[src/verilog/afe_cfg_pkg.sv]
// Package with register map, field layout and reset values of the analog configuration bank
package afe_cfg_pkg;
  // Register indices on the bus (printed offsets are not all word multiples: byte address is index * 4)
  localparam logic [7:0] GAS_AMP_IDX = 8'h0d;
  localparam logic [7:0] REGULATOR_IDX = 8'h0f;
  localparam logic [7:0] PHOTO_CTRL_IDX = 8'h10;
  localparam logic [7:0] DAC_ONE_IDX = 8'h11;
  localparam logic [7:0] DAC_TWO_IDX = 8'h12;
  localparam int ADDR_W = 12;
  // Field positions
  localparam int REF_BUF_BIT = 7;
  localparam int GAS_REF_LSB = 5;
  localparam int GAS_FB_LSB = 3;
  localparam int GAS_DIR_BIT = 2;
  localparam int GAS_TEST_BIT = 1;
  localparam int GAS_AMP_BIT = 0;
  localparam int REG_SET_LSB = 1;
  localparam int TC_TWO_LSB = 5;
  localparam int TC_ONE_LSB = 3;
  localparam int PH_REF_BIT = 2;
  localparam int PH_GAIN_LSB = 0;
  // Writable bit masks; other bits are reserved
  localparam logic [7:0] GAS_AMP_MASK = 8'hff;
  localparam logic [7:0] REGULATOR_MASK = 8'h0e;
  localparam logic [7:0] PHOTO_CTRL_MASK = 8'h7f;
  localparam logic [7:0] DAC_MASK = 8'hff;
  // Reset values
  localparam logic [7:0] GAS_AMP_RST = 8'h00;
  localparam logic [7:0] REGULATOR_RST = 8'h00;
  localparam logic [7:0] PHOTO_CTRL_RST = 8'h00;
  localparam logic [7:0] DAC_RST = 8'h00;
endpackage

[src/verilog/afe_analog_config_regs.sv]
// Analog configuration register bank reached over APB, fields decoded onto analog controls
//
// Local design decision: the APB interface to the registers.
`timescale 1ns/100ps
`default_nettype none
module afe_analog_config_regs (
  input wire logic sys_clk, // 40 MHz clock
  input wire logic reset_n, // Asynchronous active-low reset
  input wire logic psel, // APB select
  input wire logic penable, // APB access phase
  input wire logic pwrite, // APB write direction
  input wire logic [afe_cfg_pkg::ADDR_W-1:0] paddr, // APB byte address
  input wire logic [31:0] pwdata, // APB write data
  input wire logic [3:0] pstrb, // APB byte strobes
  output logic [31:0] prdata, // APB read data
  output logic pready, // APB ready
  output logic pslverr, // APB error on unmapped address
  output logic ref_buffer_enable, // 300 mV reference buffer on
  output logic [1:0] gas_reference_select, // Gas amplifier reference code
  output logic [1:0] gas_feedback_select, // Gas amplifier feedback code
  output logic gas_test_direction, // 1 pull-up, 0 pull-down
  output logic gas_test_output_enable, // Gas test drive onto photo reference pin
  output logic gas_amplifier_enable, // Gas amplifier on
  output logic [2:0] emitter_regulator_setting, // Emitter regulator voltage code
  output logic [1:0] emitter_one_temp_coeff, // Emitter one temperature coefficient code
  output logic [1:0] emitter_two_temp_coeff, // Emitter two temperature coefficient code
  output logic photo_reference_select, // 1 selects 50 mV photo reference
  output logic [1:0] photo_gain_select, // Photo gain stage code
  output logic [7:0] emitter_one_dac_code, // Emitter one current DAC
  output logic [7:0] emitter_two_dac_code // Emitter two current DAC
);
  import afe_cfg_pkg::*;

  typedef struct packed {
    logic [7:0] gas_amp_config;
    logic [7:0] emitter_regulator_voltage;
    logic [7:0] photo_chain_control;
    logic [7:0] emitter_one_current_dac;
    logic [7:0] emitter_two_current_dac;
    logic [31:0] rdata;
    logic ready;
    logic err;
  } state_t;

  state_t st_r;
  state_t st_nxt;
  logic rst_meta_r;
  logic rst_sync_n_r;

  // Byte address of a register index
  function automatic logic [ADDR_W-1:0] reg_addr(input logic [7:0] idx);
    reg_addr = {{(ADDR_W-10){1'b0}}, idx, 2'b00};
  endfunction

  // Merge write data into a register under its writable mask
  function automatic logic [7:0] merge(input logic [7:0] old, input logic [7:0] wd,
                                       input logic [7:0] mask);
    merge = (old & ~mask) | (wd & mask);
  endfunction

  // Reset release through two flip-flops
  always_ff @(posedge sys_clk or negedge reset_n) begin
    if (!reset_n) begin
      rst_meta_r <= 1'b0;
      rst_sync_n_r <= 1'b0;
    end else begin
      rst_meta_r <= 1'b1;
      rst_sync_n_r <= rst_meta_r;
    end
  end

  // APB phase decode: setup cycle, and a write that lands at the end of this access cycle
  logic setup;
  logic wr_en;
  assign setup = psel && !penable;
  assign wr_en = psel && penable && pwrite && st_r.ready && pstrb[0];

  // Next state: zero-wait-state APB slave, writes at the access edge
  always_comb begin
    st_nxt = st_r;
    st_nxt.ready = setup;
    st_nxt.err = 1'b0; // Error flag lives for the one access cycle only
    if (setup) begin
      st_nxt.rdata = 32'h0000_0000;
      if (paddr == reg_addr(GAS_AMP_IDX)) begin
        st_nxt.rdata[7:0] = st_r.gas_amp_config;
      end else if (paddr == reg_addr(REGULATOR_IDX)) begin
        st_nxt.rdata[7:0] = st_r.emitter_regulator_voltage & REGULATOR_MASK;
      end else if (paddr == reg_addr(PHOTO_CTRL_IDX)) begin
        st_nxt.rdata[7:0] = st_r.photo_chain_control & PHOTO_CTRL_MASK;
      end else if (paddr == reg_addr(DAC_ONE_IDX)) begin
        st_nxt.rdata[7:0] = st_r.emitter_one_current_dac;
      end else if (paddr == reg_addr(DAC_TWO_IDX)) begin
        st_nxt.rdata[7:0] = st_r.emitter_two_current_dac;
      end else begin
        st_nxt.err = 1'b1;
      end
    end
    if (wr_en) begin
      if (paddr == reg_addr(GAS_AMP_IDX)) begin
        st_nxt.gas_amp_config = merge(st_r.gas_amp_config, pwdata[7:0], GAS_AMP_MASK);
      end else if (paddr == reg_addr(REGULATOR_IDX)) begin
        st_nxt.emitter_regulator_voltage = merge(st_r.emitter_regulator_voltage, pwdata[7:0],
                                                 REGULATOR_MASK);
      end else if (paddr == reg_addr(PHOTO_CTRL_IDX)) begin
        st_nxt.photo_chain_control = merge(st_r.photo_chain_control, pwdata[7:0],
                                           PHOTO_CTRL_MASK);
      end else if (paddr == reg_addr(DAC_ONE_IDX)) begin
        st_nxt.emitter_one_current_dac = pwdata[7:0];
      end else if (paddr == reg_addr(DAC_TWO_IDX)) begin
        st_nxt.emitter_two_current_dac = pwdata[7:0];
      end
    end
  end

  // State register, all configuration cleared at reset
  always_ff @(posedge sys_clk or negedge rst_sync_n_r) begin
    if (!rst_sync_n_r) begin
      st_r.gas_amp_config <= GAS_AMP_RST;
      st_r.emitter_regulator_voltage <= REGULATOR_RST;
      st_r.photo_chain_control <= PHOTO_CTRL_RST;
      st_r.emitter_one_current_dac <= DAC_RST;
      st_r.emitter_two_current_dac <= DAC_RST;
      st_r.rdata <= 32'h0000_0000;
      st_r.ready <= 1'b0;
      st_r.err <= 1'b0;
    end else begin
      st_r <= st_nxt;
    end
  end

  // Bus answer straight from flip-flops
  assign prdata = st_r.rdata;
  assign pready = st_r.ready;
  assign pslverr = st_r.err;

  // Gas amplifier field decode
  assign ref_buffer_enable = st_r.gas_amp_config[REF_BUF_BIT];
  assign gas_reference_select = st_r.gas_amp_config[GAS_REF_LSB +: 2];
  assign gas_feedback_select = st_r.gas_amp_config[GAS_FB_LSB +: 2];
  assign gas_test_direction = st_r.gas_amp_config[GAS_DIR_BIT];
  assign gas_test_output_enable = st_r.gas_amp_config[GAS_TEST_BIT];
  assign gas_amplifier_enable = st_r.gas_amp_config[GAS_AMP_BIT];

  // Regulator, photo chain and DAC field decode
  assign emitter_regulator_setting = st_r.emitter_regulator_voltage[REG_SET_LSB +: 3];
  assign emitter_two_temp_coeff = st_r.photo_chain_control[TC_TWO_LSB +: 2];
  assign emitter_one_temp_coeff = st_r.photo_chain_control[TC_ONE_LSB +: 2];
  assign photo_reference_select = st_r.photo_chain_control[PH_REF_BIT];
  assign photo_gain_select = st_r.photo_chain_control[PH_GAIN_LSB +: 2];
  assign emitter_one_dac_code = st_r.emitter_one_current_dac;
  assign emitter_two_dac_code = st_r.emitter_two_current_dac;

  // Per-register write strobes and address map hit, watched by the checks below
  logic gas_wr;
  logic reg_wr;
  logic photo_wr;
  logic dac_one_wr;
  logic dac_two_wr;
  logic wr_blocked;
  logic mapped;
  assign gas_wr = wr_en && paddr == reg_addr(GAS_AMP_IDX);
  assign reg_wr = wr_en && paddr == reg_addr(REGULATOR_IDX);
  assign photo_wr = wr_en && paddr == reg_addr(PHOTO_CTRL_IDX);
  assign dac_one_wr = wr_en && paddr == reg_addr(DAC_ONE_IDX);
  assign dac_two_wr = wr_en && paddr == reg_addr(DAC_TWO_IDX);
  assign wr_blocked = psel && penable && pwrite && st_r.ready && !pstrb[0];
  assign mapped = paddr == reg_addr(GAS_AMP_IDX) || paddr == reg_addr(REGULATOR_IDX)
    || paddr == reg_addr(PHOTO_CTRL_IDX) || paddr == reg_addr(DAC_ONE_IDX)
    || paddr == reg_addr(DAC_TWO_IDX);

  // Write to the gas register lands on all its outputs next cycle
  a_gas_write_lands: assert property (@(posedge sys_clk)
    disable iff (!rst_sync_n_r)
    gas_wr |=> {ref_buffer_enable, gas_reference_select, gas_feedback_select,
    gas_test_direction, gas_test_output_enable, gas_amplifier_enable} == $past(pwdata[7:0]))
    else $error("gas register write not reflected");

  // Reserved regulator bits read back as zero
  a_reg_reserved_zero: assert property (@(posedge sys_clk)
    disable iff (!rst_sync_n_r)
    setup && paddr == reg_addr(REGULATOR_IDX) |=> (prdata[7:0] & ~REGULATOR_MASK) == 8'h00)
    else $error("regulator reserved bit read as one");

  // Reserved photo control bit reads back as zero
  a_photo_reserved_zero: assert property (@(posedge sys_clk)
    disable iff (!rst_sync_n_r)
    setup && paddr == reg_addr(PHOTO_CTRL_IDX) |=> !prdata[7])
    else $error("photo reserved bit read as one");

  // Regulator write lands in its three-bit field
  a_reg_write_field: assert property (@(posedge sys_clk)
    disable iff (!rst_sync_n_r)
    reg_wr |=> emitter_regulator_setting == $past(pwdata[3:1]))
    else $error("regulator setting not written");

  // Photo control write lands in all four fields
  a_photo_write_fields: assert property (@(posedge sys_clk)
    disable iff (!rst_sync_n_r)
    photo_wr |=> {emitter_two_temp_coeff, emitter_one_temp_coeff, photo_reference_select,
    photo_gain_select} == $past(pwdata[6:0]))
    else $error("photo fields not written");

  // Emitter one DAC keeps its code unless written
  a_dac_one_hold: assert property (@(posedge sys_clk)
    disable iff (!rst_sync_n_r)
    !dac_one_wr |=> $stable(emitter_one_dac_code))
    else $error("emitter one DAC changed without write");

  // Emitter two DAC write lands and leaves emitter one alone
  a_dac_two_write: assert property (@(posedge sys_clk)
    disable iff (!rst_sync_n_r)
    dac_two_wr |=> emitter_two_dac_code == $past(pwdata[7:0])
    && $stable(emitter_one_dac_code))
    else $error("emitter two DAC write wrong");

  // Ready is a one-cycle pulse right after the setup cycle
  a_ready_after_setup: assert property (@(posedge sys_clk)
    disable iff (!rst_sync_n_r)
    setup |=> pready ##1 !pready)
    else $error("pready not one cycle after setup");

  // Gas and regulator registers are clear while reset is held
  a_reset_zero: assert property (@(posedge sys_clk)
    !rst_sync_n_r |-> st_r.gas_amp_config == 8'h00 && emitter_regulator_setting == 3'h0)
    else $error("registers not zero in reset");

  // Gas controls change only through a write to their own register
  a_gas_hold_idle: assert property (@(posedge sys_clk)
    disable iff (!rst_sync_n_r)
    !gas_wr |=> $stable({ref_buffer_enable, gas_reference_select, gas_feedback_select,
    gas_test_direction, gas_test_output_enable, gas_amplifier_enable}))
    else $error("gas controls changed without write");

  // Regulator setting changes only through its own register
  a_reg_hold_idle: assert property (@(posedge sys_clk)
    disable iff (!rst_sync_n_r)
    !reg_wr |=> $stable(emitter_regulator_setting))
    else $error("regulator setting changed without write");

  // Photo chain controls change only through their own register
  a_photo_hold_idle: assert property (@(posedge sys_clk)
    disable iff (!rst_sync_n_r)
    !photo_wr |=> $stable({emitter_two_temp_coeff, emitter_one_temp_coeff,
    photo_reference_select, photo_gain_select}))
    else $error("photo controls changed without write");

  // Emitter two DAC keeps its code unless written
  a_dac_two_hold: assert property (@(posedge sys_clk)
    disable iff (!rst_sync_n_r)
    !dac_two_wr |=> $stable(emitter_two_dac_code))
    else $error("emitter two DAC changed without write");

  // Emitter one DAC write lands and leaves emitter two alone
  a_dac_one_write: assert property (@(posedge sys_clk)
    disable iff (!rst_sync_n_r)
    dac_one_wr |=> emitter_one_dac_code == $past(pwdata[7:0])
    && $stable(emitter_two_dac_code))
    else $error("emitter one DAC write wrong");

  // A write with the low byte strobe off leaves every register as it was
  a_strobe_off_ignored: assert property (@(posedge sys_clk)
    disable iff (!rst_sync_n_r)
    wr_blocked |=> $stable(st_r.gas_amp_config) && $stable(st_r.emitter_regulator_voltage)
    && $stable(st_r.photo_chain_control) && $stable(st_r.emitter_one_current_dac)
    && $stable(st_r.emitter_two_current_dac))
    else $error("register changed by strobe-off write");

  // Unmapped address answers with an error and zero data
  a_unmapped_error: assert property (@(posedge sys_clk)
    disable iff (!rst_sync_n_r)
    setup && !mapped |=> pready && pslverr && prdata == 32'h0000_0000)
    else $error("unmapped access not refused");

  // Mapped address answers without an error
  a_mapped_no_error: assert property (@(posedge sys_clk)
    disable iff (!rst_sync_n_r)
    setup && mapped |=> pready && !pslverr)
    else $error("mapped access flagged as error");

  // Error flag only ever stands together with ready
  a_error_with_ready: assert property (@(posedge sys_clk)
    disable iff (!rst_sync_n_r)
    pslverr |-> pready)
    else $error("error flag without ready");

  // Upper read data lanes are always zero
  a_read_upper_zero: assert property (@(posedge sys_clk)
    disable iff (!rst_sync_n_r)
    pready |-> prdata[31:8] == 24'h00_0000)
    else $error("upper read data not zero");

  // Gas register reads back what its controls show
  a_gas_read_back: assert property (@(posedge sys_clk)
    disable iff (!rst_sync_n_r)
    setup && paddr == reg_addr(GAS_AMP_IDX) |=> prdata[7:0] == {ref_buffer_enable,
    gas_reference_select, gas_feedback_select, gas_test_direction, gas_test_output_enable,
    gas_amplifier_enable})
    else $error("gas read data differs from controls");

  // Regulator register reads back its setting
  a_reg_read_back: assert property (@(posedge sys_clk)
    disable iff (!rst_sync_n_r)
    setup && paddr == reg_addr(REGULATOR_IDX) |=> prdata[3:1] == emitter_regulator_setting)
    else $error("regulator read data differs from setting");

  // Photo control register reads back its four fields
  a_photo_read_back: assert property (@(posedge sys_clk)
    disable iff (!rst_sync_n_r)
    setup && paddr == reg_addr(PHOTO_CTRL_IDX) |=> prdata[6:0] == {emitter_two_temp_coeff,
    emitter_one_temp_coeff, photo_reference_select, photo_gain_select})
    else $error("photo read data differs from controls");

  // Emitter one DAC reads back its code
  a_dac_one_read: assert property (@(posedge sys_clk)
    disable iff (!rst_sync_n_r)
    setup && paddr == reg_addr(DAC_ONE_IDX) |=> prdata[7:0] == emitter_one_dac_code)
    else $error("emitter one DAC read data wrong");

  // Emitter two DAC reads back its code
  a_dac_two_read: assert property (@(posedge sys_clk)
    disable iff (!rst_sync_n_r)
    setup && paddr == reg_addr(DAC_TWO_IDX) |=> prdata[7:0] == emitter_two_dac_code)
    else $error("emitter two DAC read data wrong");

  // No ready without a selected transfer
  a_ready_idle_low: assert property (@(posedge sys_clk)
    disable iff (!rst_sync_n_r)
    !psel |=> !pready)
    else $error("ready raised while bus idle");

  // Photo chain, DAC codes and ready are clear while reset is held
  a_reset_photo_dac: assert property (@(posedge sys_clk)
    !rst_sync_n_r |-> {emitter_two_temp_coeff, emitter_one_temp_coeff, photo_reference_select,
    photo_gain_select, emitter_one_dac_code, emitter_two_dac_code} == 23'h00_0000 && !pready)
    else $error("photo or DAC controls not zero in reset");
endmodule
`default_nettype wire

[config.mk]
export PLATFORM = sky130hd
export DESIGN_NAME = afe_analog_config_regs
export DESIGN_NICKNAME = d
export VERILOG_FILES = /design/src/verilog/afe_cfg_pkg.sv /design/src/verilog/afe_analog_config_regs.sv
export SDC_FILE = /design/constraint.sdc
export NUM_CORES = 1
export LEC_CHECK = 0
export BUFFER_PORTS_ARGS = -buffer_cell sky130_fd_sc_hd__clkbuf_2
export CAP_MARGIN = 0
export CORE_MARGIN = 2
export CORE_UTILIZATION = 36
export DETAILED_ROUTE_END_ITERATION = 8
export PLACE_DENSITY = 0.63
export SLEW_MARGIN = 20
export SYNTH_ARGS = -nofsm -noshare
export SYNTH_HDL_FRONTEND = slang
export SYNTH_SLANG_ARGS = --single-unit
[constraint.sdc]
create_clock -name sys_clk -period 4.8 [get_ports sys_clk]
set_clock_uncertainty 0.2 [all_clocks]
set_input_delay 0.72 -clock sys_clk [delete_from_list [all_inputs] [get_ports sys_clk]]
set_output_delay 0.72 -clock sys_clk [all_outputs]
set_load 0.02 [all_outputs]
# After elaboration in Yosys (flattened, before gate mapping)

Index checks and enable logic that the tools add are counted.

Output and inout bits: 68
Bits in registers: 52

Equal/unequal tests: 5
Bitwise gates (word level): 6
Reductions and logical operators: 11
Multiplexer cells: 11

Operator list:

| kind                  | count |
|---|---|
| $mux W8               | 5 |
| $eq A12 B7 Y1 const B | 3 |
| $eq A12 B6 Y1 const B | 2 |
| $or A8 B4 Y8          | 1 |
| $or A8 B7 Y8          | 1 |
| $mux W1               | 6 |
| $reduce_and A6 Y1     | 1 |
| $logic_and A1 B1 Y1   | 5 |
| $reduce_and A5 Y1     | 1 |
| $not A1 Y1            | 4 |
| $reduce_and A4 Y1     | 1 |
| $reduce_and A3 Y1     | 1 |
| $reduce_and A2 Y1     | 1 |
| $logic_not A1 Y1      | 1 |

# Depth between registers and ports, before layout

Gate-level depths: netlist (run 1).

Depth in word-level cells: 7
Depth in mapped cells: 6
Depth with buffers taken out: 4

# Worst setup path before layout (run 1)

Ideal clock, no wire load.

Kind: input port to flip-flop
Start: input port paddr[8] (netlist name)
End: register st_r, in the netlist gas_amplifier_enable
Arrival: 2.561 ns
Cell stages on the path: 6
Data required time: 4.475 ns
Library setup time: 0.125 ns
Path slack: 1.914 ns
Buffers on the path: 2
Cell sequence: or4_4 or2_0 buf_6 or4_4 buf_6 mux2_4

Cells in the longest elaborated chain, start to end: 2

RTL lines:

| item                               | RTL line                      | RTL |
|---|---|---|
| from (decl)                        | afe_analog_config_regs.sv:12  | `input wire logic [afe_cfg_pkg::ADDR_W-1:0] paddr,` |
| $eq A12 B6 Y1                      | --                            |  |
| $reduce_and A2 Y1 (no source line) | --                            |  |
| to (signal assigned)               | afe_analog_config_regs.sv:128 | `st_r <= st_nxt;` |
| to (decl)                          | afe_analog_config_regs.sv:45  | `state_t st_r;` |

No other way between the ends.
A chain may end at the register's enable or synchronous reset.

# Final worst setup path (run 1)

Start: input port paddr[8] (netlist name)
End: register st_r, in the netlist emitter_one_dac_code[7]

Cells in the longest elaborated chain, start to end: 3

RTL lines:

| item |
|---|
| $eq A12 B7 Y1 / $eq A12 B6 Y1 (equally long branches) |
| $not A1 Y1 (no source line) |
| $reduce_and A5 Y1 (no source line) (*) |

Every way passes the cells marked *; elsewhere a longest branch is shown, timed or not.

==> flow_summary.json, run 1 <==
{
  "die_y_um": 85.0,
  "ant_nets": 0,
  "syn_area_um2": 2360,
  "leakage_nw": 1.47,
  "crit_fanout": 8,
  "yosys_warnings": 0,
  "std_cell_rows": 29,
  "route.vias.total": 1743,
  "dieArea_um2": 7230,
  "io_pins": 121,
  "max_freq_mhz": 343,
  "grt_first_pass_wirelength_um": 8740,
  "grt_use_met2_pct": 24.0,
  "min_period_over_period_pct": 60.7,
  "place_ws_ns": 1.56,
  "hp-start": "rst_meta_r",
  "hold_class": "flip-flop to flip-flop",
  "use_met1_pct": 22.1,
  "gp_congestion": 0.809,
  "post-route-min-period_ns": 2.91,
  "p_per_area_nw_per_um2": 245,
  "final_layout_size_suffix_gt1_share_pct": 44.2,
  "busiest_layer": "met2",
  "clk_pin_slew_ns": 0.08,
  "max_slew_margin_pct": 36.9,
  "avgViaCountPerCell": 5.07,
  "port-buffer-count": 69,
  "r2r_slack_ns": 2.96,
  "end_kind": "flip-flop",
  "setup_viol": 0,
  "root_buffer": "clkbuf_8",
  "post_cts.repair.setup_buffers": 0,
  "antenna_found_initial": 0,
  "dp_hpwl_um": 4080,
  "rsz0062_at_grt": "false",
  "clk_latency_ns": 0.29,
  "async_flop_share_pct": 100,
  "core-area_um2": 6350,
  "synth-seq-cells": 46,
  "cp-startpoint": "paddr[8]",
  "drt_first_pass_iters": 5,
  "cap_violations": 0,
  "synth.avg_cell_area_um2": 11.8,
  "drc": 0,
  "synth_cell_type_count": 36,
  "ctsLongestPathBuffers": 2,
  "cp.required_ns": 4.78,
  "wl_um": 5520,
  "maxSlewViolCount": 0,
  "nets": 319,
  "ys.flop_type": "dfrtp_1",
  "area_growth_pct": 16.4,
  "totalPowerFinal_uw": 674,
  "start_kind": "input pin",
  "cts.sinks": 46,
  "arrival_ns": 2.89,
  "die_w_um": 85.0,
  "drt-wirelength-per-cell_um": 16.1,
  "fin_setup_tns_ns": 0,
  "drt_iter0_markers": 107,
  "grt_overflow": 0,
  "start_util_pct": 37.2,
  "fin_ws_ns": 1.89,
  "peakVddDrop_mv": 0.138,
  "r2r_start": "pready",
  "syn-instance-count": 200,
  "final-hold-violation-count": 0,
  "numCtsBuffers": 5,
  "critPathKind": "input pin to flip-flop",
  "globalRouteMet3Util_pct": 3.31,
  "cts_tree": "built",
  "grt_pass1_vias": 1699,
  "fill_cells": 630,
  "diodes": 0,
  "synth_edf_count": 0,
  "worst_pin_slew_ns": 0.947,
  "grt_max_degree": 45,
  "track_usage_pct": 15.5,
  "outcome": "completed",
  "cts-htree-levels": 2,
  "ys_seq_area_share_pct": 48.7
}
-- stage by stage --
step / cell area, um2 / utilization [%] / hold WS, ns / std cells
after detailed placement: 2660 / 41.9 / 0.143 / 335
after CTS: 2750 / 43.3 / 0.162 / 344
final: 2750 / 43.3 / 0.158 / 344
after global routing: 2750 / 43.3 / 0.164 / 344
after floorplan: 2450 / - / 0.131 / 223
after global placement: 2660 / 41.9 / 0.138 / 335
-- routing by layer --
metal,wire [um],vias to the layer above
li1,-,808
met1,2440,853
met2,2660,75
met3,372,7
met4,54,0
met5,0,-
-- cells in the final DEF, fill, tap and decap left out, types with 2 or more instances in the layout --
cell type	count
clkbuf_2	69
dfrtp_1	45
mux2_2	26
conb_1	25
o21ai_0	8
mux2_4	8
a32oi_1	7
inv_1	6
nor3_1	6
nand4_1	6
nand2b_1	5
clkbuf_8	5
nor2_1	4
nand3_1	4
a21oi_1	4
or4_4	3
nand2_1	3
mux2i_1	3
nor4_1	3
a311oi_1	3
o31ai_1	3
clkbuf_1	3
and3b_1	2
and3_1	2
-- synth_stat cells, drive strengths merged (5+ instances only) --
master  number  area (um2)
a32oi        7        61.3
buf         29         218
clkbuf       6        22.5
dfrtp       46        1150
inv          6        22.5
mux2        34         413
nand2b       5        31.3
nand4        6        37.5
nor3         6        30.0
o21ai        8        40.0
-- state kept, by name, summed over array words and instances (netlist names), 2 cells and up --
name	count
emitter_one_dac_code	8
gas_feedback_select	2
emitter_two_dac_code	8
prdata	8
emitter_one_temp_coeff	2
photo_gain_select	2
emitter_regulator_setting	3
emitter_two_temp_coeff	2
gas_reference_select	2
-- path summary, 6_finish.rpt --
check / endpoint / depth (start not counted)
hold reg to reg: rst_sync_n_r / 0
setup / recovery: emitter_one_dac_code[7] / 5
max in group asynchronous: pready / 0
hold / removal: rst_sync_n_r / 0
setup reg to reg: emitter_one_dac_code[7] / 3
min in group asynchronous: emitter_two_temp_coeff[1] / 0
-- final cells by class --
type	count	area (um2)	share of cell area, %
flip-flops and latches	46	1150	41.9
clock buffers	8	80.1	2.91
well taps	77	96.3	3.50
multi-input cells	136	1040	37.7
repair buffers	71	363	13.2
inverters	6	22.5	0.819
-- cells by family (layout without fill, tap and decap cells) --
family          Yosys count  count (layout)  share of synthesized area [%]
simple gates             47              47                           13.1
flops                    46              46                           48.7
buf+inv                  41              85                           11.1
mux                      37              37                           18.7
compound gates           27              27                           7.99
other cells               2              25                          0.318
-- worst max-delay path, stage by stage --
cell and delay (ns):
clkbuf_2 0.08, or4_4 0.55, or2_0 0.42, nor4_4 0.71, mux2_2 0.40
-- timing repair --
action / 4_1_cts / 5_1_grt
hold buffers: 1 / 0
gates resized for setup: 0 / 0
endpoints found under the hold margin: 2 / 0
-- power by group --
group	switching, mW	internal, mW
clock	0.123	0.104
sequential	0.00749	0.389
combinational	0.0385	0.0134
Power figures use the tool's default switching activity.
==> inputs of run 2 (changes only) <==
clock period = 2.9 ns   (was 4.8 ns; I/O delays follow)
==> run 2 against run 1 <==
Die area unchanged. Worst setup slack got worse by 1.5 ns. Routed wire length increased by 0.76%. Sequential share of layout area decreased by 1.1 points. First-iteration DRC count decreased by 23%. Sequential power increased by 66%. Clock-buffer cell count unchanged. Critical endpoint is now gas_feedback_select[1]. Global-route usage increased by 0.14 points. Combinational power increased by 71%. Critical path type unchanged. Critical path depth unchanged. Clock power increased by 64%. Cell area increased by 2.7%.
==> flow_summary.json, run 2 (synthesis results as in run 1) <==
{
  "area_growth_pct": 19.5,
  "die_y_um": 85.0,
  "worst_pin_slew_ns": 0.965,
  "arrival_ns": 2.47,
  "grt_pass1_vias": 1748,
  "p_per_area_nw_per_um2": 395,
  "std_cell_rows": 29,
  "hold_class": "flip-flop to flip-flop",
  "drt-wirelength-per-cell_um": 15.7,
  "rsz0062_at_grt": "false",
  "ant_nets": 0,
  "final_layout_size_suffix_gt1_share_pct": 46.2,
  "reg2reg_depth": 3,
  "grt_first_pass_wirelength_um": 8800,
  "fill_cells": 601,
  "endpoint": "gas_feedback_select[1]",
  "start_kind": "input pin",
  "route.vias.total": 1757,
  "cp-startpoint": "paddr[8]",
  "clk_pin_slew_ns": 0.08,
  "maxSlewViolCount": 0,
  "start_util_pct": 37.2,
  "ctsResizeCount": 0,
  "outcome": "completed",
  "drt_first_pass_iters": 4,
  "r2r-end": "gas_feedback_select[1]",
  "clk_latency_ns": 0.29,
  "max_freq_mhz": 401,
  "crit_fanout": 8,
  "maxUsedRoutingLayer": "met4",
  "min_period_over_period_pct": 85.9,
  "critPathKind": "input pin to flip-flop",
  "setup_viol": 0,
  "cts.sinks": 46,
  "diodes": 0,
  "leakage_nw": 1.52,
  "met3_length_um": 317,
  "numCtsBuffers": 5,
  "final_common_cell": "clkbuf_2",
  "met2_length_um": 2680,
  "port-buffer-count": 69,
  "final-hold-violation-count": 0,
  "drc": 0,
  "grt_overflow": 0,
  "max_slew_margin_pct": 35.7,
  "most-common-layout-cells": "clkbuf_2, dfrtp_1, mux2_2",
  "avgViaCountPerCell": 4.96,
  "wl_met1_um": 2500,
  "peakVddDrop_mv": 0.203,
  "post-route-min-period_ns": 2.49,
  "track_usage_pct": 15.7,
  "cap_violations": 0,
  "drt_iter0_markers": 82,
  "root_buffer": "clkbuf_8",
  "antenna_found_initial": 0,
  "dp_hpwl_um": 4290,
  "multi_input_area_um2": 1040,
  "post_cts.repair.setup_buffers": 0,
  "seq_area_um2": 1150,
  "cts-htree-levels": 2,
  "r2r_slack_ns": 1.04,
  "cts_tree": "built",
  "cp.required_ns": 2.88,
  "r2r_start": "pready",
  "io_pins": 121,
  "gp_congestion": 0.823,
  "hold_slack_ns": 0.160,
  "die_w_um": 85.0,
  "nets": 329,
  "core-area_um2": 6350,
  "end_kind": "flip-flop",
  "wl_um": 5570,
  "ctsLongestPathBuffers": 2,
  "dieArea_um2": 7230,
  "fin_setup_tns_ns": 0,
  "grt_max_degree": 45
}
-- run 2: cell count changes in the layout (fill, tap and decap cells not counted) --
cell   before  now
buf_4       1   11
-- run 2: per-layer routing --
layer  vias to the layer above  track usage (%)
met5                         -                0
met4                         0             4.91
met3                         5             3.50
met2                        64             25.6
met1                       856             20.8
li1                        832                -
-- run 2: timing repair --
item | 4_1_cts | 5_1_grt
endpoints found under the setup margin | 0 | 0
hold endpoints to repair | 2 | 0
hold buffers | 1 | 0
-- run 2: power by group --
| group | total, mW | internal [mW] | switching [mW] |
|---|---|---|---|
| sequential | 0.656 | 0.644 | 0.0127 |
| combinational | 0.0888 | 0.0250 | 0.0637 |
| clock | 0.371 | 0.171 | 0.200 |
-- run 2: worst min path at each step --
stage,cells past startpoint,slack [ns],endpoint,start
detailed placement,1,0.02,rst_meta_r,reset_n
floorplan,0,-0.06,rst_meta_r,reset_n
global route,0,0.17,rst_sync_n_r,rst_meta_r
CTS,0,0.16,rst_sync_n_r,rst_meta_r
global placement,1,0.02,rst_meta_r,reset_n
finish,0,0.16,rst_sync_n_r,rst_meta_r
-- run 2: through the flow --
step	utilization [%]	instance area [um2]	worst slack, ns	total power [mW]	cells
final	44.5	2830	0.408	1.12	354
after global routing	44.5	2830	0.365	1.17	354
after CTS	44.5	2830	0.419	1.13	354
after detailed placement	43.1	2740	0.117	0.757	345
after global placement	43.1	2740	0.128	0.756	345
after floorplan	-	2450	0.299	0.745	223
-- run 2: final cells by class --
type                       count  share of cell area [%]
sequential                    46                    40.8
multi-input combinational    136                    36.7
timing repair buffer          81                    15.5
tap                           77                    3.41
clock buffer                   8                    2.83
inverter                       6                   0.797
-- run 2: worst max-delay path: stages --
cell,delay (ns)
clkbuf_2,0.08
or4_4,0.55
or2_0,0.35
or4_4,0.72
mux2_4,0.33
